--- src/shared/asfp_pkg.sv ---
// Constants shared by the serial frame port and its sample buffer
package asfp_pkg;
    // Register bus map (byte addresses)
    localparam int ASFP_ADDR_W = 5;
    localparam logic [4:0] ASFP_OFF_CTRL = 5'h00;
    localparam logic [4:0] ASFP_OFF_CFG = 5'h04;
    localparam logic [4:0] ASFP_OFF_STAT = 5'h08;
    localparam logic [4:0] ASFP_OFF_SAMPLE = 5'h0c;
    localparam logic [4:0] ASFP_OFF_FRAME = 5'h10;
    localparam logic [1:0] ASFP_RESP_OK = 2'h0;
    localparam logic [1:0] ASFP_RESP_ERR = 2'h2;

    // Control register fields and reset values
    localparam int ASFP_CTRL_EN = 0;
    localparam logic ASFP_CTRL_EN_RST = 1'h1;
    // Status register fields
    localparam int ASFP_STAT_CHAN = 0;
    localparam int ASFP_STAT_FRAME = 2;
    localparam int ASFP_STAT_EMPTY = 3;
    localparam int ASFP_STAT_FULL = 4;
    localparam int ASFP_STAT_UNDER = 5;

    // Serial configuration word layout, first bit received is the MSB
    localparam int ASFP_CFG_BITS = 12;
    localparam int ASFP_CFG_WRITE = 11;
    localparam int ASFP_CFG_SEQ_HI = 10;
    localparam int ASFP_CFG_ADDR_HI = 7;
    localparam int ASFP_CFG_ADDR_LO = 6;
    localparam int ASFP_CFG_SEQ_LO = 3;
    localparam int ASFP_CFG_RANGE = 1;
    localparam int ASFP_CFG_CODING = 0;
    localparam logic [11:0] ASFP_CFG_RST = 12'h001;

    // Sequencer modes, {sequencer_ctl_hi, sequencer_ctl_lo}
    localparam logic [1:0] ASFP_SEQ_CONT = 2'h2;
    localparam logic [1:0] ASFP_SEQ_RUN = 2'h3;

    // Frame timing in serial clock falling edges
    localparam int ASFP_FRAME_BITS = 16;
    localparam int ASFP_RES_BITS = 12;
    localparam int ASFP_CNT_W = 5;
    localparam logic [4:0] ASFP_CFG_LAST_EDGE = 5'h0b;
    localparam logic [4:0] ASFP_CFG_EDGES = 5'h0c;
    localparam logic [4:0] ASFP_FRAME_EDGES = 5'h10;

    // Sample buffer depth
    localparam int ASFP_FIFO_DEPTH = 16;
endpackage

--- src/logic/asfp_fifo.sv ---
// Sample buffer FIFO with a registered read port
module asfp_fifo
    import asfp_pkg::*;
#(
    parameter int WIDTH = ASFP_RES_BITS,
    parameter int DEPTH = ASFP_FIFO_DEPTH
) (
    input wire logic aclk, // System clock
    input wire logic aresetn, // Synchronous reset, low active
    input wire logic ce, // Clock enable
    input wire logic in_valid, // Write side offers a word
    output logic in_ready, // Storage has room
    input wire logic [WIDTH-1:0] in_data, // Word to store
    output logic out_valid, // Read register holds a word
    input wire logic out_ready, // Reader takes the word
    output logic [WIDTH-1:0] out_data, // Oldest word, registered
    output logic full // No room left in storage
);
    localparam int AW = $clog2(DEPTH);

    logic [WIDTH-1:0] mem [DEPTH];
    logic [AW:0] wptr_r, wptr_nxt, rptr_r, rptr_nxt;
    logic [WIDTH-1:0] out_data_r, out_data_nxt;
    logic out_valid_r, out_valid_nxt;
    logic push, load, has_word;

    // Full when pointers differ only in the wrap bit
    assign full = (wptr_r[AW] != rptr_r[AW]) &&
                  (wptr_r[AW-1:0] == rptr_r[AW-1:0]);
    assign in_ready = !full;
    assign out_valid = out_valid_r;
    assign out_data = out_data_r;

    // Refill the read register whenever it empties or is taken
    always_comb begin
        has_word = (wptr_r != rptr_r);
        push = in_valid && !full;
        load = has_word && (!out_valid_r || out_ready);
        wptr_nxt = push ? wptr_r + 1'b1 : wptr_r;
        rptr_nxt = load ? rptr_r + 1'b1 : rptr_r;
        out_data_nxt = load ? mem[rptr_r[AW-1:0]] : out_data_r;
        out_valid_nxt = load || (out_valid_r && !out_ready);
    end

    always_ff @(posedge aclk) begin
        if (!aresetn) begin
            wptr_r <= '0;
            rptr_r <= '0;
            out_valid_r <= 1'b0;
            out_data_r <= '0;
        end else if (ce) begin
            wptr_r <= wptr_nxt;
            rptr_r <= rptr_nxt;
            out_valid_r <= out_valid_nxt;
            out_data_r <= out_data_nxt;
        end
    end

    // Storage array, no reset needed
    always_ff @(posedge aclk) begin
        if (ce && push) begin
            mem[wptr_r[AW-1:0]] <= in_data;
        end
    end
endmodule

--- src/logic/asfp_port.sv ---
// Serial frame port of a four-channel converter with a register bus
//
// The AXI4-Lite register port and the address map were chosen for this implementation.

// What this block does
// - Select starts the conversion; serial clock edges step the shifting.
// - Configuration bits are captured on serial clock falling edges.
// - Select falling starts a new conversion and frames the transfer.
// - Two-bit channel address picks the converted input.
// - Address and sequencer bits set channel stepping across conversions.
// - Range bit picks one or two reference spans for all inputs.
// - Output moves to the next bit on each serial falling edge.
// - Frame is two zeros, channel address, twelve result bits MSB first.
// - Coding bit picks straight binary or twos complement result.
// - Straight binary maps lowest input to zeros, full scale to ones.
// - Twos complement flips at mid-range between ones and zeros.
// - Sixteen clocks a transfer; only first twelve bits reach configuration.
// - First bit qualifies the write of the following eleven bits.
module asfp_port
    import asfp_pkg::*;
(
    input wire logic aclk, // System clock, 100 MHz
    input wire logic aresetn, // Synchronous reset, low active
    input wire logic ce, // Clock enable, freezes all state
    input wire logic sclk, // Serial clock pin
    input wire logic cs_n, // Frame select pin, low active
    input wire logic din, // Serial configuration input pin
    output logic dout, // Serial result output
    output logic dout_oe, // Result output driven
    output logic conv_start, // Conversion start pulse to front end
    output logic [1:0] conv_chan, // Channel being converted
    output logic conv_range_2x, // Doubled input span selected
    input wire logic [4:0] s_axi_awaddr, // Write address
    input wire logic s_axi_awvalid, // Write address valid
    output logic s_axi_awready, // Write address ready
    input wire logic [31:0] s_axi_wdata, // Write data
    input wire logic [3:0] s_axi_wstrb, // Write byte strobes
    input wire logic s_axi_wvalid, // Write data valid
    output logic s_axi_wready, // Write data ready
    output logic [1:0] s_axi_bresp, // Write response
    output logic s_axi_bvalid, // Write response valid
    input wire logic s_axi_bready, // Write response ready
    input wire logic [4:0] s_axi_araddr, // Read address
    input wire logic s_axi_arvalid, // Read address valid
    output logic s_axi_arready, // Read address ready
    output logic [31:0] s_axi_rdata, // Read data
    output logic [1:0] s_axi_rresp, // Read response
    output logic s_axi_rvalid, // Read data valid
    input wire logic s_axi_rready // Read data ready
);
    // Pin synchronisers; stage one feeds stage two only
    logic sclk_s1_r, sclk_s2_r, sclk_d_r;
    logic cs_s1_r, cs_s2_r, cs_d_r;
    logic din_s1_r, din_s2_r;

    always_ff @(posedge aclk) begin
        if (!aresetn) begin
            sclk_s1_r <= 1'b0;
            sclk_s2_r <= 1'b0;
            sclk_d_r <= 1'b0;
            cs_s1_r <= 1'b1;
            cs_s2_r <= 1'b1;
            cs_d_r <= 1'b1;
            din_s1_r <= 1'b0;
            din_s2_r <= 1'b0;
        end else if (ce) begin
            sclk_s1_r <= sclk;
            sclk_s2_r <= sclk_s1_r;
            sclk_d_r <= sclk_s2_r;
            cs_s1_r <= cs_n;
            cs_s2_r <= cs_s1_r;
            cs_d_r <= cs_s2_r;
            din_s1_r <= din;
            din_s2_r <= din_s1_r;
        end
    end

    // Serial frame state
    logic frame_r, frame_nxt;
    logic [ASFP_CNT_W-1:0] fall_cnt_r, fall_cnt_nxt;
    logic [ASFP_CFG_BITS-1:0] sh_r, sh_nxt, cfg_r, cfg_nxt;
    logic [ASFP_FRAME_BITS-1:0] frame_sh_r, frame_sh_nxt;
    logic [ASFP_FRAME_BITS-1:0] last_frame_r, last_frame_nxt;
    logic cfg_wr_r, cfg_wr_nxt, dout_r, dout_nxt;
    logic [1:0] chan_cur_r, chan_cur_nxt, conv_chan_r, conv_chan_nxt;
    logic conv_start_r, conv_start_nxt, under_r, under_nxt;
    logic en_r, en_nxt;
    logic start_evt, fall_evt, end_evt;
    logic [1:0] seq_mode, addr;
    logic [ASFP_RES_BITS-1:0] coded;
    logic fifo_in_valid, fifo_in_ready, fifo_out_valid, fifo_pop, fifo_full;
    logic [ASFP_RES_BITS-1:0] fifo_out_data, sample_data;
    logic under_clr;

    // Edges as seen after synchronisation
    assign start_evt = cs_d_r && !cs_s2_r && en_r;
    assign fall_evt = frame_r && sclk_d_r && !sclk_s2_r;
    assign end_evt = frame_r && cs_s2_r;
    assign seq_mode = {cfg_r[ASFP_CFG_SEQ_HI], cfg_r[ASFP_CFG_SEQ_LO]};
    assign addr = cfg_r[ASFP_CFG_ADDR_HI:ASFP_CFG_ADDR_LO];
    assign fifo_pop = start_evt;

    // Coding: straight binary passes through, twos complement flips MSB
    always_comb begin
        coded = fifo_out_valid ? fifo_out_data : '0;
        if (!cfg_r[ASFP_CFG_CODING]) begin
            coded[ASFP_RES_BITS-1] = !coded[ASFP_RES_BITS-1];
        end
    end

    // Next state of the serial side
    always_comb begin
        frame_nxt = frame_r && !cs_s2_r && en_r;
        fall_cnt_nxt = fall_cnt_r;
        sh_nxt = sh_r;
        cfg_nxt = cfg_r;
        cfg_wr_nxt = cfg_wr_r;
        frame_sh_nxt = frame_sh_r;
        last_frame_nxt = last_frame_r;
        dout_nxt = dout_r;
        chan_cur_nxt = chan_cur_r;
        conv_chan_nxt = conv_chan_r;
        conv_start_nxt = 1'b0;
        under_nxt = under_r && !under_clr;
        if (start_evt) begin
            frame_nxt = 1'b1;
            fall_cnt_nxt = '0;
            cfg_wr_nxt = 1'b0;
            conv_start_nxt = 1'b1;
            conv_chan_nxt = chan_cur_r;
            frame_sh_nxt = {2'b00, chan_cur_r, coded};
            last_frame_nxt = {2'b00, chan_cur_r, coded};
            dout_nxt = 1'b0;
            if (!fifo_out_valid) begin
                under_nxt = 1'b1;
            end
        end else if (fall_evt) begin
            // Next bit goes out on every falling edge
            frame_sh_nxt = {frame_sh_r[ASFP_FRAME_BITS-2:0], 1'b0};
            dout_nxt = frame_sh_r[ASFP_FRAME_BITS-2];
            if (fall_cnt_r < ASFP_CFG_EDGES) begin
                sh_nxt = {sh_r[ASFP_CFG_BITS-2:0], din_s2_r};
            end
            if (fall_cnt_r == ASFP_CFG_LAST_EDGE &&
                sh_r[ASFP_CFG_BITS-2]) begin
                cfg_nxt = {sh_r[ASFP_CFG_BITS-2:0], din_s2_r};
                cfg_wr_nxt = 1'b1;
            end
            if (fall_cnt_r < ASFP_FRAME_EDGES) begin
                fall_cnt_nxt = fall_cnt_r + 1'b1;
            end
        end else if (end_evt) begin
            // Sequencer step between conversions
            if (cfg_wr_r && seq_mode != ASFP_SEQ_CONT) begin
                chan_cur_nxt = (seq_mode == ASFP_SEQ_RUN) ? 2'h0 : addr;
            end else if (seq_mode[1]) begin
                chan_cur_nxt = (chan_cur_r == addr) ? 2'h0
                                                    : chan_cur_r + 1'b1;
            end else begin
                chan_cur_nxt = addr;
            end
        end
    end

    always_ff @(posedge aclk) begin
        if (!aresetn) begin
            frame_r <= 1'b0;
            fall_cnt_r <= '0;
            sh_r <= '0;
            cfg_r <= ASFP_CFG_RST;
            cfg_wr_r <= 1'b0;
            frame_sh_r <= '0;
            last_frame_r <= '0;
            dout_r <= 1'b0;
            chan_cur_r <= 2'h0;
            conv_chan_r <= 2'h0;
            conv_start_r <= 1'b0;
            under_r <= 1'b0;
        end else if (ce) begin
            frame_r <= frame_nxt;
            fall_cnt_r <= fall_cnt_nxt;
            sh_r <= sh_nxt;
            cfg_r <= cfg_nxt;
            cfg_wr_r <= cfg_wr_nxt;
            frame_sh_r <= frame_sh_nxt;
            last_frame_r <= last_frame_nxt;
            dout_r <= dout_nxt;
            chan_cur_r <= chan_cur_nxt;
            conv_chan_r <= conv_chan_nxt;
            conv_start_r <= conv_start_nxt;
            under_r <= under_nxt;
        end
    end

    assign dout = dout_r;
    assign dout_oe = frame_r;
    assign conv_start = conv_start_r;
    assign conv_chan = conv_chan_r;
    assign conv_range_2x = cfg_r[ASFP_CFG_RANGE];

    // Raw converter codes wait here until a frame starts
    asfp_fifo #(
        .WIDTH(ASFP_RES_BITS),
        .DEPTH(ASFP_FIFO_DEPTH)
    ) u_fifo (
        .aclk(aclk),
        .aresetn(aresetn),
        .ce(ce),
        .in_valid(fifo_in_valid),
        .in_ready(fifo_in_ready),
        .in_data(sample_data),
        .out_valid(fifo_out_valid),
        .out_ready(fifo_pop),
        .out_data(fifo_out_data),
        .full(fifo_full)
    );

    // Register bus: address and data held until both arrive
    logic aw_held_r, aw_held_nxt, w_held_r, w_held_nxt;
    logic [4:0] awaddr_r, awaddr_nxt;
    logic [31:0] wdata_r, wdata_nxt, rdata_r, rdata_nxt, rd_val;
    logic [3:0] wstrb_r, wstrb_nxt;
    logic bvalid_r, bvalid_nxt, rvalid_r, rvalid_nxt;
    logic [1:0] bresp_r, bresp_nxt, rresp_r, rresp_nxt;
    logic wr_go, wr_done, rd_hit;

    assign s_axi_awready = !aw_held_r;
    assign s_axi_wready = !w_held_r;
    assign s_axi_arready = !rvalid_r;
    assign wr_go = aw_held_r && w_held_r && !bvalid_r;
    // A sample write stalls while the buffer is full
    assign fifo_in_valid = wr_go && awaddr_r == ASFP_OFF_SAMPLE;
    // Held copy, the live bus data may already have moved on
    assign sample_data = wdata_r[ASFP_RES_BITS-1:0];
    assign wr_done = wr_go && (awaddr_r != ASFP_OFF_SAMPLE || fifo_in_ready);
    assign under_clr = wr_done && awaddr_r == ASFP_OFF_STAT &&
                       wstrb_r[0] && wdata_r[ASFP_STAT_UNDER];

    // Read mux; unused bits read zero
    always_comb begin
        rd_val = '0;
        rd_hit = 1'b1;
        case (s_axi_araddr)
            ASFP_OFF_CTRL: rd_val[ASFP_CTRL_EN] = en_r;
            ASFP_OFF_CFG: rd_val[ASFP_CFG_BITS-1:0] = cfg_r;
            ASFP_OFF_STAT: begin
                rd_val[ASFP_STAT_CHAN+1:ASFP_STAT_CHAN] = chan_cur_r;
                rd_val[ASFP_STAT_FRAME] = frame_r;
                rd_val[ASFP_STAT_EMPTY] = !fifo_out_valid;
                rd_val[ASFP_STAT_FULL] = fifo_full;
                rd_val[ASFP_STAT_UNDER] = under_r;
            end
            ASFP_OFF_SAMPLE: rd_val = '0;
            ASFP_OFF_FRAME: rd_val[ASFP_FRAME_BITS-1:0] = last_frame_r;
            default: rd_hit = 1'b0;
        endcase
    end

    // Next state of the bus slave
    always_comb begin
        aw_held_nxt = aw_held_r;
        w_held_nxt = w_held_r;
        awaddr_nxt = awaddr_r;
        wdata_nxt = wdata_r;
        wstrb_nxt = wstrb_r;
        bvalid_nxt = bvalid_r && !s_axi_bready;
        bresp_nxt = bresp_r;
        rvalid_nxt = rvalid_r && !s_axi_rready;
        rdata_nxt = rdata_r;
        rresp_nxt = rresp_r;
        en_nxt = en_r;
        if (s_axi_awvalid && !aw_held_r) begin
            aw_held_nxt = 1'b1;
            awaddr_nxt = s_axi_awaddr;
        end
        if (s_axi_wvalid && !w_held_r) begin
            w_held_nxt = 1'b1;
            wdata_nxt = s_axi_wdata;
            wstrb_nxt = s_axi_wstrb;
        end
        if (wr_done) begin
            aw_held_nxt = 1'b0;
            w_held_nxt = 1'b0;
            bvalid_nxt = 1'b1;
            bresp_nxt = ASFP_RESP_OK;
            case (awaddr_r)
                ASFP_OFF_CTRL: begin
                    if (wstrb_r[0]) begin
                        en_nxt = wdata_r[ASFP_CTRL_EN];
                    end
                end
                ASFP_OFF_CFG, ASFP_OFF_STAT, ASFP_OFF_SAMPLE,
                ASFP_OFF_FRAME: bresp_nxt = ASFP_RESP_OK;
                default: bresp_nxt = ASFP_RESP_ERR;
            endcase
        end
        if (s_axi_arvalid && !rvalid_r) begin
            rvalid_nxt = 1'b1;
            rdata_nxt = rd_val;
            rresp_nxt = rd_hit ? ASFP_RESP_OK : ASFP_RESP_ERR;
        end
    end

    always_ff @(posedge aclk) begin
        if (!aresetn) begin
            aw_held_r <= 1'b0;
            w_held_r <= 1'b0;
            awaddr_r <= '0;
            wdata_r <= '0;
            wstrb_r <= '0;
            bvalid_r <= 1'b0;
            bresp_r <= ASFP_RESP_OK;
            rvalid_r <= 1'b0;
            rdata_r <= '0;
            rresp_r <= ASFP_RESP_OK;
            en_r <= ASFP_CTRL_EN_RST;
        end else if (ce) begin
            aw_held_r <= aw_held_nxt;
            w_held_r <= w_held_nxt;
            awaddr_r <= awaddr_nxt;
            wdata_r <= wdata_nxt;
            wstrb_r <= wstrb_nxt;
            bvalid_r <= bvalid_nxt;
            bresp_r <= bresp_nxt;
            rvalid_r <= rvalid_nxt;
            rdata_r <= rdata_nxt;
            rresp_r <= rresp_nxt;
            en_r <= en_nxt;
        end
    end

    assign s_axi_bvalid = bvalid_r;
    assign s_axi_bresp = bresp_r;
    assign s_axi_rvalid = rvalid_r;
    assign s_axi_rdata = rdata_r;
    assign s_axi_rresp = rresp_r;
endmodule

--- config.mk ---
export PLATFORM = sky130hd
export DESIGN_NAME = asfp_port
export DESIGN_NICKNAME = d
export VERILOG_FILES = /design/src/shared/asfp_pkg.sv /design/src/logic/asfp_fifo.sv /design/src/logic/asfp_port.sv
export SDC_FILE = /design/constraint.sdc
export NUM_CORES = 1
export LEC_CHECK = 0
export BUFFER_PORTS_ARGS = -buffer_cell sky130_fd_sc_hd__buf_2
export CELL_PAD_IN_SITES_DETAIL_PLACEMENT = 0
export CELL_PAD_IN_SITES_GLOBAL_PLACEMENT = 1
export CORE_ASPECT_RATIO = 1.1
export CORE_UTILIZATION = 49
export CTS_CLUSTER_SIZE = 16
export DETAILED_ROUTE_END_ITERATION = 10
export PLACE_DENSITY_LB_ADDON = 0.1
export REMOVE_ABC_BUFFERS = 1
export SYNTH_ARGS = -nofsm -noshare
export SYNTH_HDL_FRONTEND = slang
export SYNTH_SLANG_ARGS = --single-unit
--- constraint.sdc ---
create_clock -name aclk -period 3.1 [get_ports aclk]
set_clock_uncertainty 0.05 [all_clocks]
set_input_delay 0.31 -clock aclk [delete_from_list [all_inputs] [get_ports aclk]]
set_output_delay 0.31 -clock aclk [all_outputs]
set_load 0.05 [all_outputs]
==> metrics.txt, run 1 <==
final core utilization=around 58%; vias in the first global route=roughly 7,800; total track usage=between 20% and 30%; status=complete, no violations; first-pass GRT wire length=about 45,000 µm; final worst path period share=about 77%; Clock Sink Count=roughly 330; Hold Vio Cnt, Final=0; Synth Flop Type=edfxtp_1; Worst EP required=about 3.2 ns; Die Height=between 150 and 200 µm; CP Class=register to register; H-tree levels=2; Layout area overhead=14.69%; vias after detailed routing=a little over 8,000; diode count=0; core area=roughly 26,000 µm²; wire per inst=between 15 and 20 µm; Final min period=roughly 2.4 ns; worst-margin pin slew=about 0.83 ns; Rel. slew slack=between 40 and 50%; commonest cells after routing, fill and taps aside=edfxtp_1, dfxtp_1, nor2_1, nand2_1, a21oi_1; Num CTS Buffers=35; row cnt=between 60 and 70; PortBufs=60; pwr dens=588.9 nW/µm²; grt ovf=0; Worst Hold Slack=~0.031 ns; final estimated routing congestion in global placement=0.7513; LEAKAGE=between 5 and 6 nW; Initial Util=50.25%; initial drt markers=about 500; # Max-Cap Violations=0; half-perimeter wire length after placement=17,800 µm; setup TNS=0 ns; Post-synth EDFFs=approximately 190; commonest non-fill, non-tap cell in the layout=edfxtp_1; number of synthesized register bits=~330; Mapped Avg Cell Area=around 13 µm²; cell area after layout=15,160 µm²; DRT antenna net count=0; Clock Latency Late Sink=0.51 ns; register area share after synthesis=a little under two thirds; clock-pin slew on the worst setup and hold paths=approximately 0.05 ns; final-report max-slew violation count=0; initial antenna violation count=0; CP Launch Type=register; num ports=roughly 100; crit end category=register; RSZ-0062 raised after global routing=false; Vias/cell=roughly 5.5; DRC=0; final setup fails=0; CP Max Fanout=15; Gate Count Post-Synth=1,015; VDD IR max=about 430 µV; nets=approximately 1,200; asr flop ratio synth=0%; largest net degree at the start of global routing=77; Netlist cell types=just under 60; layout cells sized above 1=between 15 and 20%; die area=27,630 µm²; clk buf depth=3; CTS tree=built; DRT Pass-1 Iters=5; final WL=just under 30,000 µm; post_cts resized=0; Max Clk Rate=roughly 420 MHz; Area after DPL=13,840 µm²; Cell Area, Synth=around 13,000 µm²; Hold Crit Class=input port to register; WP data arrival=~2.5 ns; Clk Tree Root Cell=clkbuf_16; Yosys Warn Count=0; die width=about 160 µm
flip-flops by register name, indices dropped and copies added, names as in the netlist, 5 cells and up:
register,flops
s_axi_rdata,14
frame_sh_r,15
u_fifo.rptr_r,5
sh_r,11
awaddr_r,5
u_fifo.mem,192
fall_cnt_r,5
wdata_r,12
u_fifo.out_data,12
u_fifo.wptr_r,5
last_frame_r,12
cfg_r,12
logic make-up (layout without fill, tap and decap cells):
family | Yosys count | after routing | share of synthesized area (%)
other cells | 1 | 20 | 0.02838
compound gates | 172 | 172 | 7.887
fa+ha+maj | 6 | 6 | 0.5681
simple gates | 298 | 298 | 10.59
xor+xnor | 13 | 13 | 0.8616
mux | 102 | 102 | 12.19
buf+inv | 97 | 189 | 3.958
flops | 326 | 326 | 63.93
critical path, cell delays in order, from the launching register on:
cell and delay, ns:
dfxtp_1 0.31, nor3_1 0.29, and4_1 0.29, o21a_2 0.30, and3_1 0.75
stage by stage:
| step | worst slack, ns | power [mW] | std cells |
|---|---|---|---|
| CTS | 0.7004 | 9.012 | 1478 |
| finish | 0.7269 | 8.925 | 1478 |
| global placement | 0.6943 | 5.015 | 1396 |
| global route | 0.5719 | 9.225 | 1478 |
| floorplan | -0.4585 | 4.908 | 948 |
| detailed placement | 0.6555 | 5.019 | 1396 |
area by class of cell:
class	count	area, µm²
multi-input combinational	611	4315
tap	352	440.4
clock inverter	7	73.82
clock buffer	54	1028
inverter	11	42.54
sequential	326	8451
fill	2168	11140
timing repair buffer	117	805.8
timing repair:
action | 4_1_cts | 5_1_grt
endpoints found under the hold margin | 21 | 0
setup endpoints to repair | 0 | 0
hold buffers | 21 | 0
setup buffers | 0 | 0
cell usage after synthesis (all sizes together), types with 3 or more instances:
library cell	number	area, µm²
a211oi	25	187.7
a21o	4	30.03
a21oi	78	390.4
a221oi	7	61.31
a22oi	7	52.55
and2	3	18.77
and3	13	81.33
and4b	3	30.03
buf	54	361.6
clkbuf	32	120.1
dfxtp	134	2683
edfxtp	192	5766
ha	6	75.07
inv	11	41.29
mux2	24	270.3
mux2i	42	420.4
mux4	36	919.6
nand2	90	340.3
nand2b	8	50.05
nand3	20	100.1
nand3b	4	30.03
nand4	3	25.02
nor2	90	337.8
nor2b	19	121.4
nor3	34	175.2
o211ai	3	27.52
o21ai	25	125.1
o22ai	12	75.07
or3	4	25.02
xnor2	7	61.31
xor2	6	52.55
metal layers:
| layer | GRT usage (%) | part of all wire [%] |
|---|---|---|
| met3 | 3.540 | 3.7 |
| met1 | 28.52 | 44 |
| met4 | 6.330 | 2.1 |
| met2 | 37.04 | 50 |
| met5 | 0 | 0 |
final timing paths:
| kind | cells past startpoint | startpoint | slack [ns] | endpoint |
|---|---|---|---|---|
| max | 4 | awaddr_r[4]$_SDFFE_PN0P_ | 0.73 | u_fifo.mem[9][10]$_DFFE_PP_ |
| min | 3 | s_axi_wdata[4] | 0.03 | wdata_r[4]$_SDFFE_PN0P_ |
| max reg2reg | 4 | awaddr_r[4]$_SDFFE_PN0P_ | 0.73 | u_fifo.mem[9][10]$_DFFE_PP_ |
| min reg2reg | 2 | s_axi_rdata[13]$_SDFFE_PN0P_ | 0.40 | s_axi_rdata[13]$_SDFFE_PN0P_ |
power breakdown:
part / internal, mW / total [mW] / switching (mW)
clock: 2.37 / 3.98 / 1.61
sequential: 4.60 / 4.65 / 0.0506
combinational: 0.0843 / 0.291 / 0.207
Power figures use the tool's default switching activity.
==> run 2, diff against run 1 <==
--- a/config.mk
+++ b/config.mk
@@ -9,7 +9,7 @@
 export CELL_PAD_IN_SITES_DETAIL_PLACEMENT = 0
 export CELL_PAD_IN_SITES_GLOBAL_PLACEMENT = 1
 export CORE_ASPECT_RATIO = 1.1
-export CORE_UTILIZATION = 49
+export CORE_UTILIZATION = 44
 export CTS_CLUSTER_SIZE = 16
 export DETAILED_ROUTE_END_ITERATION = 10
 export PLACE_DENSITY_LB_ADDON = 0.1
==> constraint.sdc (replaced) <==
create_clock -name aclk -period 2.02 [get_ports aclk]
set_clock_uncertainty 0.05 [all_clocks]
set_input_delay 0.202 -clock aclk [delete_from_list [all_inputs] [get_ports aclk]]
set_output_delay 0.202 -clock aclk [all_outputs]
set_load 0.05 [all_outputs]
==> metrics.txt, run 2 (same netlist as run 1, synthesis figures left out) <==
status=complete, no violations; LEAKAGE=around 5.5 nW; Vias/cell=between 5 and 6; Max stage delay on crit path=approximately 0.60 ns; Pint=10.93 mW; CTS tree=built; cell area after layout=between 15,000 and 20,000 µm²; commonest non-fill, non-tap cell in the layout=edfxtp_1; largest net degree at the start of global routing=52; worst r2r path cells=6; register area=between 8000 and 9000 µm²; kind of cell adding the most delay to the critical path=multiplexers; Clock Latency Late Sink=0.53 ns; fin cells=between 1,500 and 2,000; crit end category=register; sequential share of power=51.1%; DRT Pass-1 Iters=4; wire per inst=just under 20 µm; pwr dens=883.1 nW/µm²; Clk Tree Root Cell=clkbuf_16; DRT antenna net count=0; initial antenna violation count=1; Clock Sink Count=approximately 330; # Max-Cap Violations=0; WP buf/inv=1; die area=30,730 µm²; Final min period=roughly 2.0 ns; Rel. slew slack=48.97%; VDD IR max=750.7 µV; clk buf depth=3; diode count=0; Num CTS Buffers=36; filler instances=about 2,600; final setup fails=0; critical path's slowest cell=mux4_1; worst setup path start=u_fifo.rptr_r[1]$_SDFFE_PN0P_; PortBufs=60; worst-margin pin slew=about 0.76 ns; DRC=0; vias in the first global route=just under 8,000; first-pass GRT wire length=roughly 46,000 µm; row cnt=66; final-report max-slew violation count=0; WP depth=6; half-perimeter wire length after placement=approximately 20,000 µm; initial drt markers=~510; num ports=104; clock-pin slew on the worst setup and hold paths=approximately 0.06 ns; Initial Util=44.70%; Min-Delay Path Depth=3; Hold Vio Cnt, Final=0; final WL=~30,000 µm; hold_sp=aresetn; footprint of the multi-input gates=4324 µm²; Most Frequent Cell on Critical Path=a21oi_1; CP Max Fanout=12; final worst path period share=between 90% and 100%; reg2reg start=u_fifo.rptr_r[1]$_SDFFE_PN0P_; nets=1,214; final core utilization=53.51%; vias after detailed routing=8,171; Net Sw Power=between 3 and 4 mW; final estimated routing congestion in global placement=0.7797; total track usage=approximately a fifth; WP data arrival=2.32 ns; Tot Pwr=around 14 mW; core area=a little under 30,000 µm²; setup slack, reg-to-reg=0.04 ns; grt ovf=0; Comb pwr share=3.5%; Switching Fraction=about 22%; H-tree levels=2; Placed Cells=around 1,500; die width=approximately 170 µm; CP Launch Type=register; RSZ-0062 raised after global routing=true; Layout area overhead=19.71%; CP Class=register to register; Die Height=between 150 and 200 µm; max reg flops=between 150 and 200; commonest cells after routing, fill and taps aside=edfxtp_1, dfxtp_1, nor2_1, nand2_1, a21oi_1; Area after DPL=about 14,000 µm²; layout cells sized above 1=20.46%; Worst EP required=around 2.4 ns; clock network fraction of total power=a little under half; crit-path cells=buf_12 -> mux4_1 -> o22ai_1 -> nor3_1 -> a21oi_1 -> a21oi_1; Max Clk Rate=slightly above 500 MHz; Hold Crit Class=input port to register; Worst Hold Slack=0.06190 ns
## run 2: cell count changes in the layout (fill, tap and decap cells not counted), sizes merged
cell	previous run	this run
buf	96	136
clkbuf	54	56
clkinv	6	9
clkinvlp	0	1
dlygate4sd3	21	27
## run 2: worst paths after layout
path	end
setup / recovery	u_fifo.out_data[2]$_SDFFE_PN0P_
hold / removal	s_axi_rdata[2]$_SDFFE_PN0P_
setup reg to reg	u_fifo.out_data[2]$_SDFFE_PN0P_
hold reg to reg	s_axi_rdata[12]$_SDFFE_PN0P_
## run 2: power groups by stage
stage | Combinational [mW] | Sequential (mW) | Clock (mW)
after floorplan | 0.233 | 7.30 | 0
after global placement | 0.445 | 7.28 | 0
after detailed placement | 0.447 | 7.28 | 0
after CTS | 0.488 | 7.14 | 6.50
after global routing | 0.526 | 7.14 | 6.79
final | 0.483 | 7.14 | 6.35
## run 2: routing by layer
metal / track usage, % / vias to the layer above / wire [µm] / share of wire [%]
met2: 34.78 / 131 / 15060 / 50
met3: 2.885 / 44 / 963 / 3.2
li1: - / 4015 / - / -
met1: 24.85 / 3979 / 13310 / 44
met4: 6.165 / 2 / 702 / 2.3
met5: 0 / - / 13 / 0.043
## run 2: cell type report
cell class / count / area share (%)
clock buffer: 54 / 6.501
clock inverter: 11 / 0.9491
tap: 374 / 2.958
sequential: 326 / 53.43
timing repair buffer: 165 / 8.557
inverter: 11 / 0.2689
multi-input combinational: 611 / 27.33
## run 2: worst min-delay path, delay by kind of cell
| kind | cells | cell delay (ns) |
|---|---|---|
| buffers and inverters | 2 | 0.31 |
| AO/OA/AOI/OAI | 1 | 0.06 |
## run 2: what timing repair did
| item | 4_1_cts | 5_1_grt |
|---|---|---|
| hold endpoints to repair | 26 | 0 |
| buffers inserted | 0 | 1 |
| endpoints found under the setup margin | 38 | 206 |
| gates cloned | 0 | 2 |
| hold buffers | 27 | 0 |
| pin swaps | 0 | 2 |
| resized for setup | 1 | 9 |
## run 2: per-stage QoR
stage	setup TNS [ns]	setup WS, ns
finish	0	0.03901
global route	-0.1811	-0.02074
CTS	0	0.006700
detailed placement	-0.2949	-0.008638
global placement	0	0.006018
floorplan	-255.52	-1.538
==> run 3, diff against run 2 <==
--- a/config.mk
+++ b/config.mk
@@ -12,6 +12,7 @@
 export CORE_UTILIZATION = 44
 export CTS_CLUSTER_SIZE = 16
 export DETAILED_ROUTE_END_ITERATION = 10
+export GPL_TIMING_DRIVEN = 0
 export PLACE_DENSITY_LB_ADDON = 0.1
 export REMOVE_ABC_BUFFERS = 1
 export SYNTH_ARGS = -nofsm -noshare
==> constraint.sdc (replaced) <==
create_clock -name aclk -period 1.75 [get_ports aclk]
set_clock_uncertainty 0.05 [all_clocks]
set_input_delay 0.175 -clock aclk [delete_from_list [all_inputs] [get_ports aclk]]
set_output_delay 0.175 -clock aclk [all_outputs]
set_load 0.05 [all_outputs]
==> metrics.txt, run 3 (same netlist as run 1, synthesis figures left out) <==
CP Launch Type=register; half-perimeter wire length after placement=around 18,000 µm; final-report max-slew violation count=0; Clk Tree Root Cell=clkbuf_16; grt ovf=0; crit end category=register; PortBufs=60; final WL=34,770 µm; vias after detailed routing=roughly 8,600; CP Class=register to register; first-pass GRT wire length=~53,000 µm; setup TNS=-25.03 ns; wire per inst=between 20 and 25 µm; kind of cell adding the most delay to the critical path=multiplexers; DRT antenna net count=0; status=complete, but fails checks; VDD IR max=726.8 µV; Tot Pwr=15.76 mW; Clock Latency Late Sink=0.52 ns; final worst setup slack=-0.1845 ns; CTS tree=built; final estimated routing congestion in global placement=between 0.7 and 0.8; largest net degree at the start of global routing=between 70 and 80; Rel. slew slack=48.33%; Initial Util=44.70%; die width=167.2 µm; Hold Vio Cnt, Final=0; max reg flops=approximately 190; initial drt markers=between 500 and 600; commonest non-fill, non-tap cell in the layout=edfxtp_1; Met3 Wirelength=roughly 1700 µm; Die Height=183.8 µm; worst-margin pin slew=between 0.7 and 0.8 ns; Min-Delay Path Depth=3; Num CTS Buffers=35; final setup fails=between 200 and 250; clock network fraction of total power=about 44%; Max Clk Rate=roughly 520 MHz; Clock Sink Count=roughly 330; DRT Pass-1 Iters=5; sequential share of power=roughly 52%; row cnt=66; WP depth=6; DRT met1 WL=14,060 µm; commonest cells after routing, fill and taps aside=edfxtp_1, dfxtp_1, nand2_1, nor2_1, a21oi_1; clk buf depth=3; worst r2r path cells=6; Worst Hold Slack=between 0.04 and 0.05 ns; pwr dens=943.3 nW/µm²; final worst path period share=110.5%; die area=~31,000 µm²; Hold Crit Class=input port to register; clock-pin slew on the worst setup and hold paths=approximately 0.06 ns; total track usage=between 20 and 25%; RSZ-0062 raised after global routing=true; H-tree levels=2; initial antenna violation count=1; CP Max Fanout=5; Vias/cell=5.524; critical path's slowest cell=mux4_2; Net Sw Power=roughly 3.4 mW; failing checks=setup timing; nets=between 1,000 and 1,500; Switching Fraction=a little over a fifth; WP buf/inv=2; Comb pwr share=roughly 3.5%; Final min period=1.935 ns; Layout area overhead=26.44%; DRC=0; # Max-Cap Violations=0; WP data arrival=around 2.3 ns; Most Frequent Cell on Critical Path=buf_12; LEAKAGE=5.602 nW; crit-path cells=buf_12 -> buf_12 -> mux4_2 -> mux2_4 -> a21oi_4 -> a21oi_1; Pint=12.33 mW; num ports=~100; layout cells sized above 1=around 30%; routed length on met2=roughly 18,000 µm; top layer in use=met4; core area=29,560 µm²; vias in the first global route=~8,600; Max stage delay on crit path=approximately 0.50 ns; Worst EP required=2.09 ns
run 3: changes by cell type in the layout (fill, tap and decap cells not counted), moves of 14 or more:
cell     previous run  this run
buf_4              63        29
mux4_2             11        32
and3_4              0        24
mux4_1             25         4
dfxtp_1           132       117
a21oi_1            77        63
run 3: per-layer routing:
| layer | vias to the layer above | GRT usage [%] |
|---|---|---|
| li1 | 4048 | - |
| met1 | 4276 | 28.61 |
| met2 | 243 | 41.66 |
| met3 | 61 | 3.595 |
| met4 | 0 | 7.780 |
| met5 | - | 0 |
run 3: power groups by stage:
stage	Clock (mW)	Combinational, mW	Sequential, mW
floorplan	0	0.269	8.42
global placement	0	0.467	8.40
detailed placement	0	0.475	8.41
CTS	7.11	0.546	8.24
global route	7.43	0.600	8.24
finish	6.98	0.551	8.24
run 3: per-stage QoR:
stage	setup WS [ns]	cells	util, %	area [µm²]
3_3_place_gp	-3.773	1382	45.91	13570
3_5_place_dp	-1.598	1386	46.26	13680
6_report	-0.1845	1562	56.52	16710
2_1_floorplan	-1.808	948	-	12800
4_1_cts	-0.1748	1556	56.12	16590
5_1_grt	-0.2456	1562	56.52	16710
run 3: final timing paths:
check                                      from                          endpoint  slack, ns
hold reg to reg    s_axi_rdata[12]$_SDFFE_PN0P_      s_axi_rdata[12]$_SDFFE_PN0P_       0.40
hold / removal                  s_axi_araddr[3]       s_axi_rresp[1]$_SDFFE_PN0P_       0.04
setup / recovery  u_fifo.rptr_r[1]$_SDFFE_PN0P_  u_fifo.out_data[11]$_SDFFE_PN0P_      -0.18
setup reg to reg  u_fifo.rptr_r[1]$_SDFFE_PN0P_  u_fifo.out_data[11]$_SDFFE_PN0P_      -0.18
run 3: worst reg2reg max path, cell delays in order (launching register included):
cell	delay (ns)
dfxtp_4	0.41
buf_12	0.14
buf_12	0.14
mux4_2	0.51
mux2_4	0.29
a21oi_4	0.18
a21oi_1	0.09
run 3: cell type report:
class | instances | area [µm²]
fill | 2475 | 12850
sequential | 326 | 8489
multi-input combinational | 629 | 5054
timing repair buffer | 157 | 1565
clock buffer | 51 | 1007
tap | 374 | 467.9
clock inverter | 13 | 80.08
inverter | 11 | 43.79
antenna | 1 | 2.502
run 3: what timing repair did:
item / in CTS / in global routing
endpoints found under the setup margin: 281 / 259
hold endpoints to repair: 26 / 0
setup buffers: 53 / 8
cloned: 25 / 0
pin swaps: 44 / 24
hold buffers: 28 / 0
resized for setup: 193 / 24
